### config.mk
export PLATFORM = sky130hd
export DESIGN_NAME = broadcast_frame_filter
export DESIGN_NICKNAME = d
export VERILOG_FILES = /design/src/hw/broadcast_frame_filter.v
export VERILOG_INCLUDE_DIRS = /design/src /design/src/hw
export SDC_FILE = /design/constraint.sdc
export NUM_CORES = 1
export LEC_CHECK = 0
export ABC_AREA = 1
export BUFFER_PORTS_ARGS = -buffer_cell sky130_fd_sc_hd__buf_4
export CORE_ASPECT_RATIO = 1.75
export CORE_MARGIN = 2
export CORE_UTILIZATION = 55
export DETAILED_ROUTE_END_ITERATION = 10
export PLACE_DENSITY = 0.74
export SYNTH_ARGS = -nofsm -noshare
export SYNTH_HDL_FRONTEND = slang
export SYNTH_HIERARCHICAL = 1
export SYNTH_SLANG_ARGS = --single-unit
### constraint.sdc
create_clock -name pclk -period 3.84 [get_ports pclk]
set_input_delay 0.576 -clock pclk [delete_from_list [all_inputs] [get_ports pclk]]
set_output_delay 0.576 -clock pclk [all_outputs]
set_load 0.05 [all_outputs]
### src/hw/bcast_filter_map.vh
// Constants shared by the broadcast frame filter: command layout, frame offsets, register map.
`ifndef BCAST_FILTER_MAP_VH
`define BCAST_FILTER_MAP_VH

// ----------------------------------------------------------------------------
// Command packet layout
// ----------------------------------------------------------------------------
`define CMD_TYPE_ENABLE_BCAST  8'h10
`define RESP_TYPE_ENABLE_BCAST 8'h90
`define CMD_TYPE_BYTE          6'h04
`define CMD_SEL_BYTE0          6'h10
`define CMD_SEL_BYTE1          6'h11
`define CMD_SEL_BYTE2          6'h12
`define CMD_SEL_BYTE3          6'h13
`define CMD_CKSUM_BYTE0        6'h14
`define CMD_PAD_LAST_BYTE      6'h2d
`define CMD_IDX_MAX            6'h3f

// ----------------------------------------------------------------------------
// Selection bits
// ----------------------------------------------------------------------------
`define SEL_ARP                0
`define SEL_DHCP_CLIENT        1
`define SEL_DHCP_SERVER        2
`define SEL_NETBIOS            3
`define SEL_W                  4

// ----------------------------------------------------------------------------
// Received frame offsets and values
// ----------------------------------------------------------------------------
`define FR_DST_LAST            6'h05
`define FR_ETYPE_HI            6'h0c
`define FR_ETYPE_LO            6'h0d
`define FR_IP_PROTO            6'h17
`define FR_UDP_DPORT_HI        6'h24
`define FR_UDP_DPORT_LO        6'h25
`define FR_IDX_MAX             6'h3f
`define BCAST_BYTE             8'hff
`define ETYPE_ARP              16'h0806
`define ETYPE_IPV4             16'h0800
`define IP_PROTO_UDP           8'h11
`define PORT_DHCP_CLIENT       16'h0044
`define PORT_DHCP_SERVER       16'h0043
`define PORT_NB_NAME           16'h0089
`define PORT_NB_DGRAM          16'h008a

// ----------------------------------------------------------------------------
// Register map
// ----------------------------------------------------------------------------
`define REG_CTRL               12'h000
`define REG_STATUS             12'h004
`define REG_CAPS               12'h008
`define REG_FWD_COUNT          12'h00c
`define REG_DROP_COUNT         12'h010
`define CTRL_CLEAR_BIT         0
`define CTRL_OPT_LSB           1
`define CTRL_OPT_MSB           3
`define OPT_SUPPORT_RST        3'h7

// ----------------------------------------------------------------------------
// Verdict word and FIFO
// ----------------------------------------------------------------------------
`define VERDICT_W              6
`define FIFO_DEPTH             8
`define FIFO_AW                3

`endif

### src/hw/broadcast_frame_filter.v
// Broadcast frame filter with command parser, verdict FIFO and APB register file.
//
// Register access over APB and the address map were decided locally.
`include "bcast_filter_map.vh"

// ----------------------------------------------------------------------------
// Verdict FIFO
// ----------------------------------------------------------------------------
module verdict_fifo #(
    parameter WIDTH = `VERDICT_W,
    parameter DEPTH = `FIFO_DEPTH,
    parameter AW    = `FIFO_AW
) (
    input  wire             pclk,
    input  wire             presetn,
    input  wire             in_valid,
    output wire             in_ready,
    input  wire [WIDTH-1:0] in_data,
    output wire             out_valid,
    input  wire             out_ready,
    output wire [WIDTH-1:0] out_data
);
    reg [WIDTH-1:0] mem [0:DEPTH-1];
    reg [AW-1:0]    wr_q;
    reg [AW-1:0]    rd_q;
    reg [AW:0]      count_q;
    reg             in_ready_q;
    reg             out_valid_q;
    wire            push;
    wire            pop;
    reg [AW:0]      count_d;

    assign push      = in_valid && in_ready_q;
    assign pop       = out_valid_q && out_ready;
    assign in_ready  = in_ready_q;
    assign out_valid = out_valid_q;
    assign out_data  = mem[rd_q];

    // Next occupancy; the flags are registered from it so both sides see flops.
    always @* begin
        count_d = count_q;
        if (push && !pop) count_d = count_q + 1'b1;
        else if (pop && !push) count_d = count_q - 1'b1;
    end

    // Pointers and flags.
    always @(posedge pclk or negedge presetn) begin
        if (!presetn) begin
            wr_q        <= {AW{1'b0}};
            rd_q        <= {AW{1'b0}};
            count_q     <= {(AW+1){1'b0}};
            in_ready_q  <= 1'b1;
            out_valid_q <= 1'b0;
        end else begin
            if (push) wr_q <= wr_q + 1'b1;
            if (pop) rd_q <= rd_q + 1'b1;
            count_q     <= count_d;
            in_ready_q  <= (count_d != DEPTH[AW:0]);
            out_valid_q <= (count_d != {(AW+1){1'b0}});
        end
    end

    // Storage has no reset; only entries below the count are ever read.
    always @(posedge pclk) begin
        if (push) mem[wr_q] <= in_data;
    end
endmodule // verdict_fifo

// ----------------------------------------------------------------------------
// Top level
// ----------------------------------------------------------------------------
// Notes on behaviour
// - Command type 0x10 configures broadcast filtering.
// - After command, filter broadcasts by selection bits.
// - No type selected means drop all broadcasts.
// - Selection word in bytes 16 to 19.
// - Capabilities register advertises implemented type filters.
// - Bit one forwards type, zero drops it.
// - Every type needs all-ones destination address.
// - Bit 0 selects ARP, EtherType 0x0806.
// - ARP selection always implemented, never optional.
// - Bit 1: IPv4, UDP, destination port 68.
// - Bit 2: IPv4, UDP, destination port 67.
// - Bit 3: IPv4, UDP, port 137 or 138.
// - Unimplemented optional types blocked while filtering.
// - Accept good command, answer type 0x90.
module broadcast_frame_filter (
    input  wire        pclk,
    input  wire        presetn,
    input  wire        psel,
    input  wire        penable,
    input  wire        pwrite,
    input  wire [11:0] paddr,
    input  wire [31:0] pwdata,
    output wire [31:0] prdata,
    output wire        pready,
    output wire        pslverr,
    input  wire        cmd_valid,
    input  wire [7:0]  cmd_data,
    input  wire        cmd_last,
    input  wire        cmd_bad,
    output wire        resp_valid,
    output wire [7:0]  resp_type,
    input  wire        rx_valid,
    output wire        rx_ready,
    input  wire [7:0]  rx_data,
    input  wire        rx_last,
    output wire        verdict_valid,
    input  wire        verdict_ready,
    output wire [5:0]  verdict_data
);
    // Decode of a register offset; used by both the read and the write path.
    function [4:0] reg_hit;
        input [11:0] addr;
        begin
            reg_hit = {addr == `REG_DROP_COUNT, addr == `REG_FWD_COUNT, addr == `REG_CAPS,
                       addr == `REG_STATUS, addr == `REG_CTRL};
        end
    endfunction

    // ------------------------------------------------------------------------
    // Configuration state
    // ------------------------------------------------------------------------
    reg [`SEL_W-1:0] sel_q;
    reg              active_q;
    reg [2:0]        opt_q;
    reg [15:0]       fwd_cnt_q;
    reg [15:0]       drop_cnt_q;
    wire [`SEL_W-1:0] caps;

    // ARP is hard-wired present; the optional types follow the support mask.
    assign caps = {opt_q, 1'b1};

    // ------------------------------------------------------------------------
    // Command parser
    // ------------------------------------------------------------------------
    reg [5:0]  cidx_q;
    reg [7:0]  ctype_q;
    reg [31:0] cword_q;
    reg        resp_valid_q;
    reg [7:0]  resp_type_q;
    wire       cmd_apply;
    wire [7:0] ctype_now;

    // The type byte may be the same beat as the last one only in a runt packet.
    assign ctype_now = (cidx_q == `CMD_TYPE_BYTE) ? cmd_data : ctype_q;
    assign cmd_apply = cmd_valid && cmd_last && !cmd_bad &&
                       (ctype_now == `CMD_TYPE_ENABLE_BCAST) && (cidx_q >= `CMD_CKSUM_BYTE0);

    // Byte index, type byte and big-endian selection word capture.
    always @(posedge pclk or negedge presetn) begin
        if (!presetn) begin
            cidx_q  <= 6'h00;
            ctype_q <= 8'h00;
            cword_q <= 32'h0000_0000;
        end else if (cmd_valid) begin
            if (cmd_last) cidx_q <= 6'h00;
            else if (cidx_q != `CMD_IDX_MAX) cidx_q <= cidx_q + 6'h01;
            if (cidx_q == `CMD_TYPE_BYTE) ctype_q <= cmd_data;
            if (cidx_q >= `CMD_SEL_BYTE0 && cidx_q <= `CMD_SEL_BYTE3) cword_q <= {cword_q[23:0], cmd_data};
        end
    end

    // Response strobe: one cycle after the last byte of an accepted command.
    always @(posedge pclk or negedge presetn) begin
        if (!presetn) begin
            resp_valid_q <= 1'b0;
            resp_type_q  <= 8'h00;
        end else begin
            resp_valid_q <= cmd_apply;
            if (cmd_apply) resp_type_q <= `RESP_TYPE_ENABLE_BCAST;
        end
    end

    // ------------------------------------------------------------------------
    // Frame classifier
    // ------------------------------------------------------------------------
    reg [5:0]  fidx_q;
    reg        dst_ok_q;
    reg [15:0] etype_q;
    reg [7:0]  proto_q;
    reg [15:0] dport_q;
    wire       rx_take;
    wire       dst_ok_d;
    wire [15:0] dport_d;
    wire       is_ipv4_udp;
    wire [`SEL_W-1:0] cls;
    wire [`SEL_W-1:0] allowed;
    wire       fwd;
    wire [`VERDICT_W-1:0] verdict_in;

    assign rx_take = rx_valid && rx_ready;

    // The last port byte may arrive on the closing beat, so fold it in here.
    assign dst_ok_d = (fidx_q <= `FR_DST_LAST) ? (dst_ok_q && rx_data == `BCAST_BYTE) : dst_ok_q;
    assign dport_d  = (fidx_q == `FR_UDP_DPORT_LO) ? {dport_q[15:8], rx_data} : dport_q;

    // Header fields sampled at fixed offsets; option-free IPv4 headers assumed.
    always @(posedge pclk or negedge presetn) begin
        if (!presetn) begin
            fidx_q   <= 6'h00;
            dst_ok_q <= 1'b1;
            etype_q  <= 16'h0000;
            proto_q  <= 8'h00;
            dport_q  <= 16'h0000;
        end else if (rx_take) begin
            if (rx_last) begin
                fidx_q   <= 6'h00;
                dst_ok_q <= 1'b1;
                etype_q  <= 16'h0000;
                proto_q  <= 8'h00;
                dport_q  <= 16'h0000;
            end else begin
                if (fidx_q != `FR_IDX_MAX) fidx_q <= fidx_q + 6'h01;
                dst_ok_q <= dst_ok_d;
                if (fidx_q == `FR_ETYPE_HI) etype_q[15:8] <= rx_data;
                if (fidx_q == `FR_ETYPE_LO) etype_q[7:0] <= rx_data;
                if (fidx_q == `FR_IP_PROTO) proto_q <= rx_data;
                if (fidx_q == `FR_UDP_DPORT_HI) dport_q[15:8] <= rx_data;
                dport_q[7:0] <= dport_d[7:0];
            end
        end
    end

    // Type matching; a frame too short to reach a field never matches it.
    assign is_ipv4_udp = (etype_q == `ETYPE_IPV4) && (proto_q == `IP_PROTO_UDP);
    assign cls[`SEL_ARP]         = dst_ok_d && (etype_q == `ETYPE_ARP);
    assign cls[`SEL_DHCP_CLIENT] = dst_ok_d && is_ipv4_udp && (dport_d == `PORT_DHCP_CLIENT);
    assign cls[`SEL_DHCP_SERVER] = dst_ok_d && is_ipv4_udp && (dport_d == `PORT_DHCP_SERVER);
    assign cls[`SEL_NETBIOS]     = dst_ok_d && is_ipv4_udp &&
                                   (dport_d == `PORT_NB_NAME || dport_d == `PORT_NB_DGRAM);

    // A type passes only if selected and implemented; sel_q holds no reserved bits.
    assign allowed = sel_q & caps;
    assign fwd     = !dst_ok_d || !active_q || ((cls & allowed) != {`SEL_W{1'b0}});

    // Verdict word: forward flag, broadcast flag, class bits with at most one set.
    assign verdict_in = {fwd, dst_ok_d, cls};

    // ------------------------------------------------------------------------
    // Verdict path
    // ------------------------------------------------------------------------
    wire                  fifo_in_ready;
    wire                  fifo_out_valid;
    wire [`VERDICT_W-1:0] fifo_out_data;
    wire                  out_load;
    reg                   vout_valid_q;
    reg [`VERDICT_W-1:0]  vout_data_q;

    // Every byte stalls while the FIFO is full, so the source sees back-pressure at once.
    assign rx_ready = fifo_in_ready;

    verdict_fifo #(
        .WIDTH (`VERDICT_W),
        .DEPTH (`FIFO_DEPTH),
        .AW    (`FIFO_AW)
    ) u_fifo (
        .pclk      (pclk),
        .presetn   (presetn),
        .in_valid  (rx_valid && rx_last),
        .in_ready  (fifo_in_ready),
        .in_data   (verdict_in),
        .out_valid (fifo_out_valid),
        .out_ready (out_load),
        .out_data  (fifo_out_data)
    );

    // Output stage keeps the verdict port on flops.
    assign out_load = !vout_valid_q || verdict_ready;

    always @(posedge pclk or negedge presetn) begin
        if (!presetn) begin
            vout_valid_q <= 1'b0;
            vout_data_q  <= {`VERDICT_W{1'b0}};
        end else if (out_load) begin
            vout_valid_q <= fifo_out_valid;
            if (fifo_out_valid) vout_data_q <= fifo_out_data;
        end
    end

    // ------------------------------------------------------------------------
    // APB slave
    // ------------------------------------------------------------------------
    reg         pready_q;
    reg         pslverr_q;
    reg [31:0]  prdata_q;
    wire        setup;
    wire        wr_commit;
    wire [4:0]  hit_setup;
    wire        clear_req;

    // Answer comes in the first access cycle; read data is gathered during setup.
    assign setup     = psel && !penable;
    assign wr_commit = psel && penable && pready_q && pwrite && !pslverr_q;
    assign hit_setup = reg_hit(paddr);
    assign clear_req = wr_commit && hit_setup[0] && pwdata[`CTRL_CLEAR_BIT];

    always @(posedge pclk or negedge presetn) begin
        if (!presetn) begin
            pready_q  <= 1'b0;
            pslverr_q <= 1'b0;
            prdata_q  <= 32'h0000_0000;
        end else begin
            pready_q  <= setup;
            pslverr_q <= setup && (hit_setup == 5'h00);
            if (setup) begin
                case (1'b1)
                    hit_setup[0]: prdata_q <= {28'h000_0000, opt_q, 1'b0};
                    hit_setup[1]: prdata_q <= {24'h00_0000, sel_q, 3'h0, active_q};
                    hit_setup[2]: prdata_q <= {28'h000_0000, caps};
                    hit_setup[3]: prdata_q <= {16'h0000, fwd_cnt_q};
                    hit_setup[4]: prdata_q <= {16'h0000, drop_cnt_q};
                    default:      prdata_q <= 32'h0000_0000;
                endcase
            end
        end
    end

    // Filter configuration: an accepted command wins over a software clear.
    always @(posedge pclk or negedge presetn) begin
        if (!presetn) begin
            sel_q    <= {`SEL_W{1'b0}};
            active_q <= 1'b0;
            opt_q    <= `OPT_SUPPORT_RST;
        end else begin
            if (cmd_apply) begin
                sel_q    <= cword_q[`SEL_W-1:0];
                active_q <= 1'b1;
            end else if (clear_req) begin
                active_q <= 1'b0;
            end
            if (wr_commit && hit_setup[0]) opt_q <= pwdata[`CTRL_OPT_MSB:`CTRL_OPT_LSB];
        end
    end

    // Frame counters wrap; they count verdicts as they enter the FIFO.
    always @(posedge pclk or negedge presetn) begin
        if (!presetn) begin
            fwd_cnt_q  <= 16'h0000;
            drop_cnt_q <= 16'h0000;
        end else if (rx_take && rx_last) begin
            if (fwd) fwd_cnt_q <= fwd_cnt_q + 16'h0001;
            else drop_cnt_q <= drop_cnt_q + 16'h0001;
        end
    end

    // ------------------------------------------------------------------------
    // Outputs
    // ------------------------------------------------------------------------
    assign prdata        = prdata_q;
    assign pready        = pready_q;
    assign pslverr       = pslverr_q;
    assign resp_valid    = resp_valid_q;
    assign resp_type     = resp_type_q;
    assign verdict_valid = vout_valid_q;
    assign verdict_data  = vout_data_q;
endmodule // broadcast_frame_filter

==> impl_metrics.json <==
{
  "io_pins": 122,
  "cts_made_buffers": 17,
  "start_util": 0.563,
  "antenna_left": 0,
  "holdWs_ns": 0.152,
  "first_iter_violations": 423,
  "ys_types": 53,
  "gp_congestion": 0.909,
  "cp-start-kind": "flop",
  "rr_startpoint": "fidx_q[1]",
  "path_class": "flop to flop",
  "wl_met1_um": 8650,
  "fin_crit_ns": 2.57,
  "p_leak_nw": 5.07,
  "clock_path_buffers": 2,
  "drt_first_pass_iters": 5,
  "num_vias": 7788,
  "switching_share": 0.355,
  "hold_violations": 0,
  "synth_top_family_by_area": "simple AND/OR/NAND/NOR gates",
  "rsz0062_at_grt": "no",
  "ctsResizeCount": 0,
  "yosysMostFrequentCell": "nand2_1",
  "outcome": "complete, no violations",
  "combPwrFrac": 0.262,
  "areaGrowthSynthToFinish_pct": 11.5,
  "register_area_um2": 5050,
  "maxUsedRoutingLayer": "met4",
  "p_per_area_nw_per_um2": 532,
  "avgViaCountPerCell": 5.33,
  "synth_xor_area_frac": 0.0275,
  "drc_errors": 0,
  "p_total_mw": 5.85,
  "ctsHoldBuffers": 0,
  "clkPwrFrac": 0.278,
  "clk_latency_ns": 0.44,
  "die_w_um": 105,
  "synth_flop_cell": "dfrtp_1",
  "cts-root-buf": "clkbuf_16",
  "grt_pass1_wl_um": 36600,
  "required_ns": 4.17,
  "crit_path_max_fanout": 17,
  "nets": 1301,
  "tightest_slew_ns": 0.969,
  "synth_compound_area_frac": 0.0805,
  "drive_above_1_share": 0.143,
  "clock_sinks": 192,
  "route.met3.wl_um": 707,
  "fillCellCount": 1488,
  "dieHeight_um": 181,
  "maxSlewViolCount": 0,
  "yosysSeqAreaShare": 0.512,
  "ys_top_cells_by_area": "dfrtp_1 35%, edfxtp_1 15%, nand2_1 11%",
  "cts_max_level": 4,
  "dp.final_hpwl_um": 15700,
  "cp-startpoint": "fidx_q[1]",
  "postCtsSetupBuffers": 0,
  "synth_edf_count": 48,
  "p_int_mw": 3.77,
  "cts_tree": "built",
  "skew_ns": 0.00977,
  "grtUsageTotal": 0.242,
  "io_buffers": 71,
  "netlist_area_um2": 9870,
  "seqPwrFrac": 0.460,
  "die_area_um2": 19100,
  "synth-seq-cells": 192,
  "core_um2": 17500,
  "met2_length_um": 11800,
  "setup_tns_ns": 0,
  "fin_area_um2": 11000,
  "fin_crit_sh": 0.670,
  "antenna_found_initial": 0,
  "yosysTopAreaCell": "dfrtp_1",
  "grt_pass1_vias": 7796,
  "grt_max_degree": 74,
  "synth_simple_gate_area_frac": 0.272,
  "vdd_drop_max_v": 0.000321,
  "synth_top_area_frac": 0.353,
  "muxShareOfSynthArea": 0.00900,
  "routedWlPerCell_um": 14.9,
  "clk_pin_slew_ns": 0.07,
  "multi_input_area_um2": 4080,
  "yosys-top-cells-count": "297 x nand2_1, 139 x dfrtp_1, 119 x nor2_1, 110 x inv_1, 78 x nand3_1",
  "cap_violations": 0,
  "antenna_cells": 0,
  "switchingPower_mw": 2.08,
  "yosys.area_share.adder": 0.0152,
  "cp.arrival_ns": 2.91,
  "end_kind": "flop",
  "yosysWarnings": 6,
  "wl_um": 21800,
  "place_area_um2": 10500,
  "hold_path.class": "primary input to asynchronous set/reset pin",
  "finalSetupViolations": 0,
  "max_freq_mhz": 389,
  "ys_async_sr_fraction": 0.750,
  "synthCells": 1153,
  "relSlewSlack": 0.350,
  "avgSynthCellArea_um2": 8.56,
  "row_count": 64,
  "grt_overflow": 0
}
==> sequential cells by signal (all words and copies together), names as in the netlist, 3 cells and up <==
signal,flops
fidx_q,6
cidx_q,6
ctype_q,8
proto_q,8
prdata,16
cword_q,4
u_fifo/mem,48
verdict_data,6
u_fifo/count_q,4
sel_q,4
fwd_cnt_q,16
etype_q,16
u_fifo/rd_q,3
opt_q,3
drop_cnt_q,16
dport_q,16
u_fifo/wr_q,3
==> placed cells by master, fill, tap and decap left out, types with 22 or more instances in the layout <==
master and n:
xor2_1 30, dfrtp_1 139, nand3_1 78, nor3_1 27, edfxtp_1 48, a21oi_1 25
inv_1 110, o21ai_0 69, conb_1 22, buf_4 76, nor2_1 119, nand2_1 297
==> worst paths after layout <==
kind	to	cells past startpoint	slack (ns)
max in group asynchronous	opt_q[0]	2	2.87
hold reg to reg	dport_q[5]	2	0.47
hold / removal	verdict_data[3]	1	0.15
setup reg to reg	drop_cnt_q[6]	15	1.27
setup / recovery	drop_cnt_q[6]	15	1.27
min in group pclk	opt_q[1]	3	0.40
==> layout make-up <==
cell class / instances / area share
clock inverters: 13 / 0.00921
clock buffers: 19 / 0.0393
inverters: 117 / 0.0406
well taps: 231 / 0.0263
flip-flops and latches: 192 / 0.459
repair buffers: 78 / 0.0547
multi-input cells: 812 / 0.371
==> through the flow <==
stage | setup WS [ns] | instances | util
after detailed placement | 1.27 | 1430 | 0.597
final | 1.27 | 1462 | 0.627
after CTS | 1.26 | 1462 | 0.627
after global placement | 1.30 | 1430 | 0.597
after global routing | 1.03 | 1462 | 0.627
after floorplan | 1.27 | 1174 | -
==> layer usage <==
layer  up-vias  GRT usage
li1       3853          -
met1      3699      0.277
met2       189      0.432
met3        47     0.0404
met4         0      0.116
met5         -          0
==> worst max-delay path, cell delays in order, from the launching register on <==
cell and delay [ns]:
dfrtp_1 0.40, inv_1 0.13, ha_1 0.25, nand3_4 0.15, nor2_4 0.29, nand2_1 0.10, nand2_1 0.14, nor2_4 0.07
nand2_1 0.07, nor2_2 0.05, nand3_2 0.08, nand2_4 0.09, nor2_8 0.29, nand2_4 0.20, nand2_1 0.12, nand2_1 0.05
==> power groups by stage <==
stage                     clock [mW]  combinational (mW)  sequential, mW
final                           1.63                1.53            2.69
after detailed placement           0                1.54            2.73
after global placement             0                1.49            2.72
after floorplan                    0                1.14            2.75
after CTS                       1.67                1.54            2.69
after global routing            1.75                1.74            2.74
==> cells by family (layout without fill, tap and decap cells) <==
| group | count (synthesis) | after routing |
|---|---|---|
| AO/OA/AOI/OAI | 142 | 142 |
| other | 1 | 22 |
| adder cells (fa/ha/maj) | 12 | 12 |
| XOR/XNOR | 31 | 31 |
| flip-flops | 192 | 192 |
| AND/OR/NAND/NOR | 597 | 597 |
| buffers and inverters | 170 | 227 |
| multiplexers | 8 | 8 |
Power figures use the tool's default switching activity.
